==> config.mk <==
export PLATFORM = sky130hd
export DESIGN_NAME = dual_adc_status_mode_ctrl
export DESIGN_NICKNAME = d
export VERILOG_FILES = /design/src/pkg/adc_ctrl_pkg.sv /design/src/pkg/converter_if.sv /design/src/rtl/adc_channel_ctrl.sv /design/src/rtl/dual_adc_status_mode_ctrl.sv
export SDC_FILE = /design/constraint.sdc
export NUM_CORES = 1
export LEC_CHECK = 0
export ABC_CLOCK_PERIOD_IN_PS = 2500
export CAP_MARGIN = 20
export CORE_MARGIN = 8
export CORE_UTILIZATION = 60
export CTS_CLUSTER_DIAMETER = 60
export DETAILED_ROUTE_END_ITERATION = 10
export DONT_BUFFER_PORTS = 1
export GPL_TIMING_DRIVEN = 0
export HOLD_SLACK_MARGIN = 0.06
export PLACE_DENSITY = 0.84
export SLEW_MARGIN = 20
export SYNTH_ARGS = -nofsm -noshare
export SYNTH_HDL_FRONTEND = slang
export SYNTH_SLANG_ARGS = --single-unit
==> constraint.sdc <==
create_clock -name core_clk -period 2.5 [get_ports core_clk]
set_input_delay 0.125 -clock core_clk [delete_from_list [all_inputs] [get_ports core_clk]]
set_output_delay 0.125 -clock core_clk [all_outputs]
set_load 0.01 [all_outputs]
==> src/pkg/adc_ctrl_pkg.sv <==
// Shared constants for the dual converter status and mode control block
// Functional notes
// - Primary ready flag, status bit 7, sets when a primary conversion or calibration ends.
// - Primary ready clears on a software zero write or any mode register write.
// - While primary ready is set, primary results and coefficients are not written.
// - Auxiliary ready flag, status bit 6, behaves the same for the auxiliary converter.
// - Calibration done flag, status bit 5, sets when a calibration finishes.
// - Calibration done flag clears only through a mode register write.
// - Missing reference flag, status bit 4, updates only while a converter is active.
// - Missing reference flag follows the reference fault detector while evaluated.
// - Missing reference with external reference selected forces results to all ones.
// - Primary error flag, status bit 3, sets when a written result was saturated.
// - Primary error flag also sets when a calibration failed to update coefficients.
// - Primary error flag clears on a mode register write.
// - Auxiliary error flag, status bit 2, behaves the same for the auxiliary converter.
// - Mode bit 5 enables the primary converter; clear means power-down.
// - Mode bit 4 enables the auxiliary converter; clear means power-down.
// - Three mode bits: power-down, idle, single, continuous, four calibration kinds.
// - Every mode register write, even unchanged, resets both converters at once.
// - Single conversion finishes, updates flags, then mode field returns to power-down.
// - Calibration start clears ready flags; completion returns mode field to power-down.
package adc_ctrl_pkg;
  // ************************************************
  // Register addresses and reset values
  // ************************************************
  localparam logic [7:0] MODE_ADDR      = 8'hd1;
  localparam logic [7:0] STAT_ADDR      = 8'hd8;
  localparam logic [7:0] STAT_BIT_BASE  = 8'hd8;
  localparam logic [7:0] MODE_RESET     = 8'h00;
  localparam logic [7:0] STAT_RESET     = 8'h00;
  localparam logic [7:0] UNMAPPED_READ  = 8'h00;
  // ************************************************
  // Field positions
  // ************************************************
  localparam int STAT_PRI_READY = 7;
  localparam int STAT_AUX_READY = 6;
  localparam int STAT_CAL_DONE  = 5;
  localparam int STAT_REF_MISS  = 4;
  localparam int STAT_PRI_FAULT = 3;
  localparam int STAT_AUX_FAULT = 2;
  localparam int MODE_PRI_ON    = 5;
  localparam int MODE_AUX_ON    = 4;
  localparam int MODE_SEL_HI    = 2;
  localparam int MODE_SEL_LO    = 0;
  localparam logic [2:0] STAT_BIT_PRI_READY = 3'h7;
  localparam logic [2:0] STAT_BIT_AUX_READY = 3'h6;
  // ************************************************
  // Operating mode encodings
  // ************************************************
  localparam logic [2:0] OP_POWER_DOWN = 3'h0;
  localparam logic [2:0] OP_IDLE       = 3'h1;
  localparam logic [2:0] OP_SINGLE     = 3'h2;
  localparam logic [2:0] OP_CONTINUOUS = 3'h3;
  localparam logic [2:0] OP_INT_ZERO   = 3'h4;
  localparam logic [2:0] OP_INT_FULL   = 3'h5;
  localparam logic [2:0] OP_SYS_ZERO   = 3'h6;
  localparam logic [2:0] OP_SYS_FULL   = 3'h7;
  // ************************************************
  // Sequencer states
  // ************************************************
  typedef enum logic [2:0] {
    SEQ_IDLE    = 3'b001,
    SEQ_ONESHOT = 3'b010,
    SEQ_RUN     = 3'b100
  } seq_state_type;
endpackage

==> src/pkg/converter_if.sv <==
// Per-converter link between the register block and one flag tracker
`timescale 1ns/1ps
`default_nettype none
interface converter_if;
  logic done;
  logic cal_cycle;
  logic saturated;
  logic cal_failed;
  logic sw_clear_ready;
  logic start_clear;
  logic ready;
  logic fault;
  logic write_allow;
  logic cal_finished;
  modport ctrl (
    output done, cal_cycle, saturated, cal_failed, sw_clear_ready, start_clear,
    input  ready, fault, write_allow, cal_finished
  );
  modport chan (
    input  done, cal_cycle, saturated, cal_failed, sw_clear_ready, start_clear,
    output ready, fault, write_allow, cal_finished
  );
endinterface
`default_nettype wire

==> src/rtl/adc_channel_ctrl.sv <==
// Ready and fault flag tracker for one converter
`timescale 1ns/1ps
`default_nettype none
module adc_channel_ctrl (
  input wire logic   core_clk,
  input wire logic   arst_n,
  converter_if.chan  link
);
  logic ready_r;
  logic fault_r;
  logic fault_set;

  // Result inhibit while ready is still set
  assign link.write_allow = ~ready_r;
  assign link.ready = ready_r;
  assign link.fault = fault_r;
  assign link.cal_finished = link.done & link.cal_cycle;

  // Saturation counts only for a result that was really written
  assign fault_set = link.done &
                     ((~link.cal_cycle & ~ready_r & link.saturated) |
                      (link.cal_cycle & link.cal_failed));

  // ************************************************
  // Ready flag
  // ************************************************
  // set on completion
  // cleared by software or start
  // Set wins so a completion in the clear cycle is never lost
  always_ff @(posedge core_clk or negedge arst_n)
  begin
    if (!arst_n)
      ready_r <= 1'b0;
    else if (link.done)
      ready_r <= 1'b1;
    else if (link.sw_clear_ready | link.start_clear)
      ready_r <= 1'b0;
  end

  // ************************************************
  // Fault flag
  // ************************************************
  // saturation and calibration failure
  always_ff @(posedge core_clk or negedge arst_n)
  begin
    if (!arst_n)
      fault_r <= 1'b0;
    else if (fault_set)
      fault_r <= 1'b1;
    else if (link.start_clear)
      fault_r <= 1'b0;
  end
endmodule // adc_channel_ctrl
`default_nettype wire

==> src/rtl/dual_adc_status_mode_ctrl.sv <==
// Status and mode registers for a primary and an auxiliary converter
`timescale 1ns/1ps
`default_nettype none
module dual_adc_status_mode_ctrl (
  input  wire logic        core_clk,
  input  wire logic        arst_n,
  input  wire logic [7:0]  sfr_addr,
  input  wire logic [7:0]  sfr_wdata,
  input  wire logic        sfr_wr,
  input  wire logic [7:0]  sfr_bit_addr,
  input  wire logic        sfr_bit_wdata,
  input  wire logic        sfr_bit_wr,
  output logic      [7:0]  sfr_rdata,
  input  wire logic [1:0]  conv_done,
  input  wire logic [1:0]  done_is_cal,
  input  wire logic [1:0]  result_saturated,
  input  wire logic [1:0]  cal_aborted,
  input  wire logic [1:0]  ext_ref_selected,
  input  wire logic        ref_fault_detect,
  output logic             primary_converter_on,
  output logic             aux_converter_on,
  output logic      [2:0]  op_select,
  output logic             converters_reset,
  output logic      [1:0]  result_write_allow,
  output logic      [1:0]  force_full_scale
);
  // ************************************************
  // Register state
  // ************************************************
  logic                       pri_on_r;
  logic                       aux_on_r;
  logic [2:0]                 op_sel_r;
  logic                       cal_done_r;
  logic                       ref_miss_r;
  logic                       conv_reset_r;
  logic [1:0]                 pending_r;
  logic [1:0]                 pending_nxt;
  logic [7:0]                 rdata_r;
  logic [7:0]                 rdata_nxt;
  adc_ctrl_pkg::seq_state_type seq_r;
  adc_ctrl_pkg::seq_state_type seq_nxt;

  // ************************************************
  // Decoded accesses
  // ************************************************
  logic       mode_wr;
  logic       stat_wr;
  logic [1:0] sw_clear_ready;
  logic       bit_hit_pri;
  logic       bit_hit_aux;
  logic       wr_oneshot;
  logic       wr_running;
  logic       any_active;
  logic [2:0] wr_sel;
  logic [1:0] wr_on;
  logic [7:0] stat_value;
  logic [7:0] mode_value;
  logic [1:0] ready_flags;
  logic [1:0] fault_flags;
  logic [1:0] write_allow;
  logic [1:0] cal_finished;

  converter_if pri_link ();
  converter_if aux_link ();

  assign mode_wr = sfr_wr & (sfr_addr == adc_ctrl_pkg::MODE_ADDR);
  assign stat_wr = sfr_wr & (sfr_addr == adc_ctrl_pkg::STAT_ADDR);
  assign bit_hit_pri = sfr_bit_wr & ~sfr_bit_wdata &
                       (sfr_bit_addr == (adc_ctrl_pkg::STAT_BIT_BASE |
                                         {5'h00, adc_ctrl_pkg::STAT_BIT_PRI_READY}));
  assign bit_hit_aux = sfr_bit_wr & ~sfr_bit_wdata &
                       (sfr_bit_addr == (adc_ctrl_pkg::STAT_BIT_BASE |
                                         {5'h00, adc_ctrl_pkg::STAT_BIT_AUX_READY}));

  // zero write clears ready
  // Writing a one to a ready bit is ignored; only hardware sets it
  assign sw_clear_ready[0] = bit_hit_pri |
                             (stat_wr & ~sfr_wdata[adc_ctrl_pkg::STAT_PRI_READY]);
  assign sw_clear_ready[1] = bit_hit_aux |
                             (stat_wr & ~sfr_wdata[adc_ctrl_pkg::STAT_AUX_READY]);

  assign wr_sel = sfr_wdata[adc_ctrl_pkg::MODE_SEL_HI:adc_ctrl_pkg::MODE_SEL_LO];
  assign wr_on = {sfr_wdata[adc_ctrl_pkg::MODE_AUX_ON],
                  sfr_wdata[adc_ctrl_pkg::MODE_PRI_ON]};
  assign wr_oneshot = (wr_sel == adc_ctrl_pkg::OP_SINGLE) |
                      (wr_sel == adc_ctrl_pkg::OP_INT_ZERO) |
                      (wr_sel == adc_ctrl_pkg::OP_INT_FULL) |
                      (wr_sel == adc_ctrl_pkg::OP_SYS_ZERO) |
                      (wr_sel == adc_ctrl_pkg::OP_SYS_FULL);
  assign wr_running = (wr_sel == adc_ctrl_pkg::OP_CONTINUOUS);

  // active means enabled and out of power-down
  assign any_active = (pri_on_r | aux_on_r) &
                      (op_sel_r != adc_ctrl_pkg::OP_POWER_DOWN);

  // ************************************************
  // Converter flag trackers
  // ************************************************
  assign pri_link.done           = conv_done[0];
  assign pri_link.cal_cycle      = done_is_cal[0];
  assign pri_link.saturated      = result_saturated[0];
  assign pri_link.cal_failed     = cal_aborted[0];
  assign pri_link.sw_clear_ready = sw_clear_ready[0];
  assign pri_link.start_clear    = mode_wr;
  assign aux_link.done           = conv_done[1];
  assign aux_link.cal_cycle      = done_is_cal[1];
  assign aux_link.saturated      = result_saturated[1];
  assign aux_link.cal_failed     = cal_aborted[1];
  assign aux_link.sw_clear_ready = sw_clear_ready[1];
  assign aux_link.start_clear    = mode_wr;

  assign ready_flags  = {aux_link.ready, pri_link.ready};
  assign fault_flags  = {aux_link.fault, pri_link.fault};
  assign write_allow  = {aux_link.write_allow, pri_link.write_allow};
  assign cal_finished = {aux_link.cal_finished, pri_link.cal_finished};

  adc_channel_ctrl u_pri_chan (
    .core_clk (core_clk),
    .arst_n   (arst_n),
    .link     (pri_link)
  );

  adc_channel_ctrl u_aux_chan (
    .core_clk (core_clk),
    .arst_n   (arst_n),
    .link     (aux_link)
  );

  // ************************************************
  // Enable bits
  // ************************************************
  // primary and auxiliary enable
  always_ff @(posedge core_clk or negedge arst_n)
  begin
    if (!arst_n)
    begin
      pri_on_r <= adc_ctrl_pkg::MODE_RESET[adc_ctrl_pkg::MODE_PRI_ON];
      aux_on_r <= adc_ctrl_pkg::MODE_RESET[adc_ctrl_pkg::MODE_AUX_ON];
    end
    else if (mode_wr)
    begin
      pri_on_r <= wr_on[0];
      aux_on_r <= wr_on[1];
    end
  end

  // ************************************************
  // One-shot sequencer
  // ************************************************
  // Tracks which enabled converters still owe a completion
  always_comb
  begin
    seq_nxt = seq_r;
    pending_nxt = pending_r;
    if (mode_wr)
    begin
      pending_nxt = 2'h0;
      if (wr_oneshot && (wr_on != 2'h0))
      begin
        seq_nxt = adc_ctrl_pkg::SEQ_ONESHOT;
        pending_nxt = wr_on;
      end
      else if (wr_running && (wr_on != 2'h0))
        seq_nxt = adc_ctrl_pkg::SEQ_RUN;
      else
        seq_nxt = adc_ctrl_pkg::SEQ_IDLE;
    end
    else
    begin
      case (seq_r)
        adc_ctrl_pkg::SEQ_ONESHOT:
        begin
          pending_nxt = pending_r & ~conv_done;
          if (pending_nxt == 2'h0)
            seq_nxt = adc_ctrl_pkg::SEQ_IDLE;
        end
        adc_ctrl_pkg::SEQ_RUN:
          seq_nxt = adc_ctrl_pkg::SEQ_RUN;
        default:
          seq_nxt = adc_ctrl_pkg::SEQ_IDLE;
      endcase
    end
  end

  always_ff @(posedge core_clk or negedge arst_n)
  begin
    if (!arst_n)
    begin
      seq_r <= adc_ctrl_pkg::SEQ_IDLE;
      pending_r <= 2'h0;
    end
    else
    begin
      seq_r <= seq_nxt;
      pending_r <= pending_nxt;
    end
  end

  // ************************************************
  // Mode field
  // ************************************************
  // A software write in the completion cycle wins over the return
  always_ff @(posedge core_clk or negedge arst_n)
  begin
    if (!arst_n)
      op_sel_r <= adc_ctrl_pkg::MODE_RESET[adc_ctrl_pkg::MODE_SEL_HI:adc_ctrl_pkg::MODE_SEL_LO];
    else if (mode_wr)
      op_sel_r <= wr_sel;
    else if ((seq_r == adc_ctrl_pkg::SEQ_ONESHOT) && (pending_nxt == 2'h0))
      op_sel_r <= adc_ctrl_pkg::OP_POWER_DOWN;
  end

  // reset both on any mode write
  always_ff @(posedge core_clk or negedge arst_n)
  begin
    if (!arst_n)
      conv_reset_r <= 1'b0;
    else
      conv_reset_r <= mode_wr;
  end

  // ************************************************
  // Shared status flags
  // ************************************************
  // calibration done set
  always_ff @(posedge core_clk or negedge arst_n)
  begin
    if (!arst_n)
      cal_done_r <= adc_ctrl_pkg::STAT_RESET[adc_ctrl_pkg::STAT_CAL_DONE];
    else if (cal_finished != 2'h0)
      cal_done_r <= 1'b1;
    else if (mode_wr)
      cal_done_r <= 1'b0;
  end

  always_ff @(posedge core_clk or negedge arst_n)
  begin
    if (!arst_n)
      ref_miss_r <= adc_ctrl_pkg::STAT_RESET[adc_ctrl_pkg::STAT_REF_MISS];
    else if (any_active)
      ref_miss_r <= ref_fault_detect;
  end

  // ************************************************
  // Register read
  // ************************************************
  // reserved bits read zero
  always_comb
  begin
    stat_value = 8'h00;
    stat_value[adc_ctrl_pkg::STAT_PRI_READY] = ready_flags[0];
    stat_value[adc_ctrl_pkg::STAT_AUX_READY] = ready_flags[1];
    stat_value[adc_ctrl_pkg::STAT_CAL_DONE]  = cal_done_r;
    stat_value[adc_ctrl_pkg::STAT_REF_MISS]  = ref_miss_r;
    stat_value[adc_ctrl_pkg::STAT_PRI_FAULT] = fault_flags[0];
    stat_value[adc_ctrl_pkg::STAT_AUX_FAULT] = fault_flags[1];
    mode_value = 8'h00;
    mode_value[adc_ctrl_pkg::MODE_PRI_ON] = pri_on_r;
    mode_value[adc_ctrl_pkg::MODE_AUX_ON] = aux_on_r;
    mode_value[adc_ctrl_pkg::MODE_SEL_HI:adc_ctrl_pkg::MODE_SEL_LO] = op_sel_r;
  end

  always_comb
  begin
    if (sfr_addr == adc_ctrl_pkg::STAT_ADDR)
      rdata_nxt = stat_value;
    else if (sfr_addr == adc_ctrl_pkg::MODE_ADDR)
      rdata_nxt = mode_value;
    else
      rdata_nxt = adc_ctrl_pkg::UNMAPPED_READ;
  end

  // Registered read costs one cycle but keeps the data output glitch free
  always_ff @(posedge core_clk or negedge arst_n)
  begin
    if (!arst_n)
      rdata_r <= 8'h00;
    else
      rdata_r <= rdata_nxt;
  end

  // ************************************************
  // Converter side outputs
  // ************************************************
  assign sfr_rdata            = rdata_r;
  assign primary_converter_on = pri_on_r;
  assign aux_converter_on     = aux_on_r;
  assign op_select            = op_sel_r;
  assign converters_reset     = conv_reset_r;
  // same inhibit for the auxiliary side
  assign result_write_allow   = write_allow;
  // clamp to all ones on missing reference with external reference selected
  assign force_full_scale     = {2{ref_miss_r}} & ext_ref_selected;
endmodule // dual_adc_status_mode_ctrl
`default_nettype wire
==> flow_summary.json <==
{
  "setup_tns_ps": 0,
  "cts_made_buffers": 3,
  "post-cts-setup-buffer-count": 0,
  "insertion_delay_ps": 310,
  "hp-class": "in2reg",
  "die-area_mm2": 0.003625,
  "grt_pass1_wl_um": 4485,
  "clock_sinks": 25,
  "ctsResizeCount": 0,
  "synth_top_family_by_area": "simple AND/OR/NAND/NOR gates",
  "synth_compound_area_frac": 0.1398,
  "tightestPinTransition_ps": 540.6,
  "drc": 0,
  "max_freq_mhz": 585.3,
  "rows": 16,
  "vias": 958,
  "io_pins": 58,
  "synth_fa_ha_area_frac": 0,
  "min_period_over_period": 0.6834,
  "rsz0062_at_grt": "no",
  "syn-instance-count": 112,
  "gp_congestion": 0.7996,
  "fp.dieH_um": 60.21,
  "peakVddDrop_mv": 0.3356,
  "hold_start": "sfr_addr[0]",
  "final_nets": 176,
  "yosysWarnings": 0,
  "power_leakage_nw": 0.6516,
  "end_kind": "flip-flop",
  "cts_root_buffer": "clkbuf_4",
  "grt_pass1_vias": 982,
  "crit_chain": "dlygate4sd3_1 > nand2b_1 > nor2_1 > o211ai_1 > a31o_2 > dlygate4sd3_1",
  "met2_usage": 0.3049,
  "synth_edf_count": 0,
  "cts_max_path_buffers": 2,
  "cts_tree": "built",
  "post-route-min-period_ps": 1709,
  "arrival_ps": 1920,
  "setup_viol": 0,
  "hold_violations": 0,
  "port_buffers": 0,
  "cts-hold-fix-buffers": 18,
  "critPathKind": "in2reg",
  "clk_pin_slew_ps": 130,
  "syn_nets": 152,
  "synth_mux_area_frac": 0.04376,
  "drt_wl_total_um": 2945,
  "overflow": 0,
  "fin_hold_ws_ps": 67.10,
  "synth_xor_xnor_area_share": 0,
  "met3_usage": 0.04086,
  "die_x_um": 60.21,
  "regToRegStartpoint": "u_pri_chan.link.ready",
  "initial_core_util": 0.6164,
  "critical_path_buf_inv_count": 2,
  "busiest_layer": "met2",
  "drt_pre_antenna_iters": 4,
  "core_area_mm2": 0.001902,
  "ys_ff_latch": 25,
  "slowest_delay_ps": 560,
  "powerDensity_mw_per_mm2": 464.8,
  "path_max_fanout": 4,
  "post_drt_wl_per_cell_um": 18.18,
  "drive_above_1_share": 0.1333,
  "dr.first_iter.drc_count": 31,
  "syn_area_mm2": 0.001172,
  "grtUsageTotal": 0.1650,
  "ys_types": 34,
  "max_cap_viol_count": 0,
  "cp_common_cell": "dlygate4sd3_1",
  "timing.critical_path.from": "sfr_addr[0]",
  "cp_top_family": "buffers and inverters",
  "fillerInstances": 125,
  "hpwlAfterDp_um": 2124,
  "h-tree-depth": 1,
  "synth_top_flop_cell": "dfrtp_1",
  "syn_avg_cell_area_um2": 10.47,
  "grt_max_degree": 26,
  "drv_slew": 0,
  "antenna_found_initial": 0,
  "run_status": "complete, no violations",
  "postRouteAntennaNets": 0,
  "crit_required_ps": 2710,
  "area_growth_pct": 20.92,
  "async_flop_share": 1.000,
  "vias_per_cell": 5.914,
  "critPathSlowestCell": "dlygate4sd3_1",
  "diodes": 0,
  "start_kind": "input port",
  "gr-usage-met1": 0.1699,
  "final_util": 0.7454,
  "fin_worst_skew_ps": 5.085,
  "synth-simple-area-share": 0.2295,
  "synth_seq_area_share": 0.5347,
  "timing.slew.headroom": 0.6396
}
cell usage in the layout, fill, tap and decap left out, drive strengths merged:
cell / n
mux2i: 1
mux2: 3
dfrtp: 24
or3b: 1
buf: 6
or4: 1
nor3: 3
dfstp: 1
nand2b: 2
o211ai: 2
nor2: 10
a222oi: 1
nand3: 7
a31o: 2
nand3b: 1
and3: 4
inv: 6
nor2b: 4
nor3b: 1
o21ai: 10
a22oi: 3
clkbuf: 4
nand4b: 1
dlygate4sd3: 18
nand2: 8
and2: 3
a22o: 4
nand4: 1
o32ai: 1
and4b: 1
a21oi: 1
metrics by stage:
| stage | setup WS [ps] | cell area [um2] | total power [mW] | std cells |
|---|---|---|---|---|
| floorplan | 1260 | 1172 | 0.4544 | 112 |
| global placement | 1183 | 1206 | 0.4599 | 139 |
| detailed placement | 1167 | 1206 | 0.4610 | 139 |
| CTS | 843.2 | 1413 | 0.6610 | 161 |
| global route | 762.2 | 1418 | 0.6893 | 162 |
| finish | 791.4 | 1418 | 0.6590 | 162 |
report_power, final:
group	switching [mW]	total [mW]	internal [mW]
Combinational	0.0312	0.0645	0.0333
Clock	0.112	0.174	0.0623
Sequential	0.00882	0.420	0.411
Total	0.152	0.659	0.507
worst register-to-register path, delay by kind of cell (launching register included):
kind,cells,cell delay [ps]
compound gates,2,350
buf+inv,1,550
flops,1,430
simple gates,1,60
area by class of cell:
type                            instances  area, um2  share of cell area
Clock buffer                            4      26.28             0.01853
Sequential cell                        25      626.9              0.4422
Inverter                                6      22.52             0.01589
Buffer                                  5      38.79             0.02736
Tap cell                               27      33.78             0.02383
Multi-Input combinational cell         76      484.2              0.3416
Timing Repair Buffer                   19      185.2              0.1306
worst paths after layout:
check,end,cells after the start,slack [ps]
worst min-delay path,sfr_rdata[3],2,70
min in group asynchronous,converters_reset,2,310
worst max register to register,u_pri_chan.link.fault,4,1030
worst min register to register,pending_r[1],2,520
worst max-delay path,u_aux_chan.link.ready,6,790
max in group asynchronous,seq_r[0],2,1820
synthesized netlist by cell type, types with 3 or more instances:
cell type	count	area share
nor3_1	3	0.013
o21ai_1	4	0.017
a22o_1	4	0.030
and3_1	4	0.021
o21ai_0	6	0.026
buf_4	3	0.019
nand2_1	8	0.026
a22oi_1	3	0.019
nor2b_1	3	0.016
and2_1	3	0.016
dfrtp_1	24	0.51
nor2_1	10	0.032
inv_1	6	0.019
nand3_1	7	0.030
flip-flops by register name, indices dropped and copies added (netlist names):
register and count:
u_pri_chan.link.fault 1, u_aux_chan.link.fault 1, u_pri_chan.link.ready 1, seq_r 3, u_aux_chan.link.ready 1, sfr_rdata 8, aux_converter_on 1, cal_done_r 1
pending_r 2, primary_converter_on 1, ref_miss_r 1, op_select 3, converters_reset 1
routing by layer:
layer  share of wire  wire, um
met1            0.34       999
met3           0.089       261
met4           0.016        47
met5               0         0
met2            0.56      1637
kinds of logic (layout without fill, tap and decap cells):
| family | after synthesis | in the layout |
|---|---|---|
| compound gates | 24 | 24 |
| buf+inv | 11 | 34 |
| flops | 25 | 25 |
| mux | 4 | 4 |
| simple gates | 48 | 48 |
(Power assumes the default switching activity.)
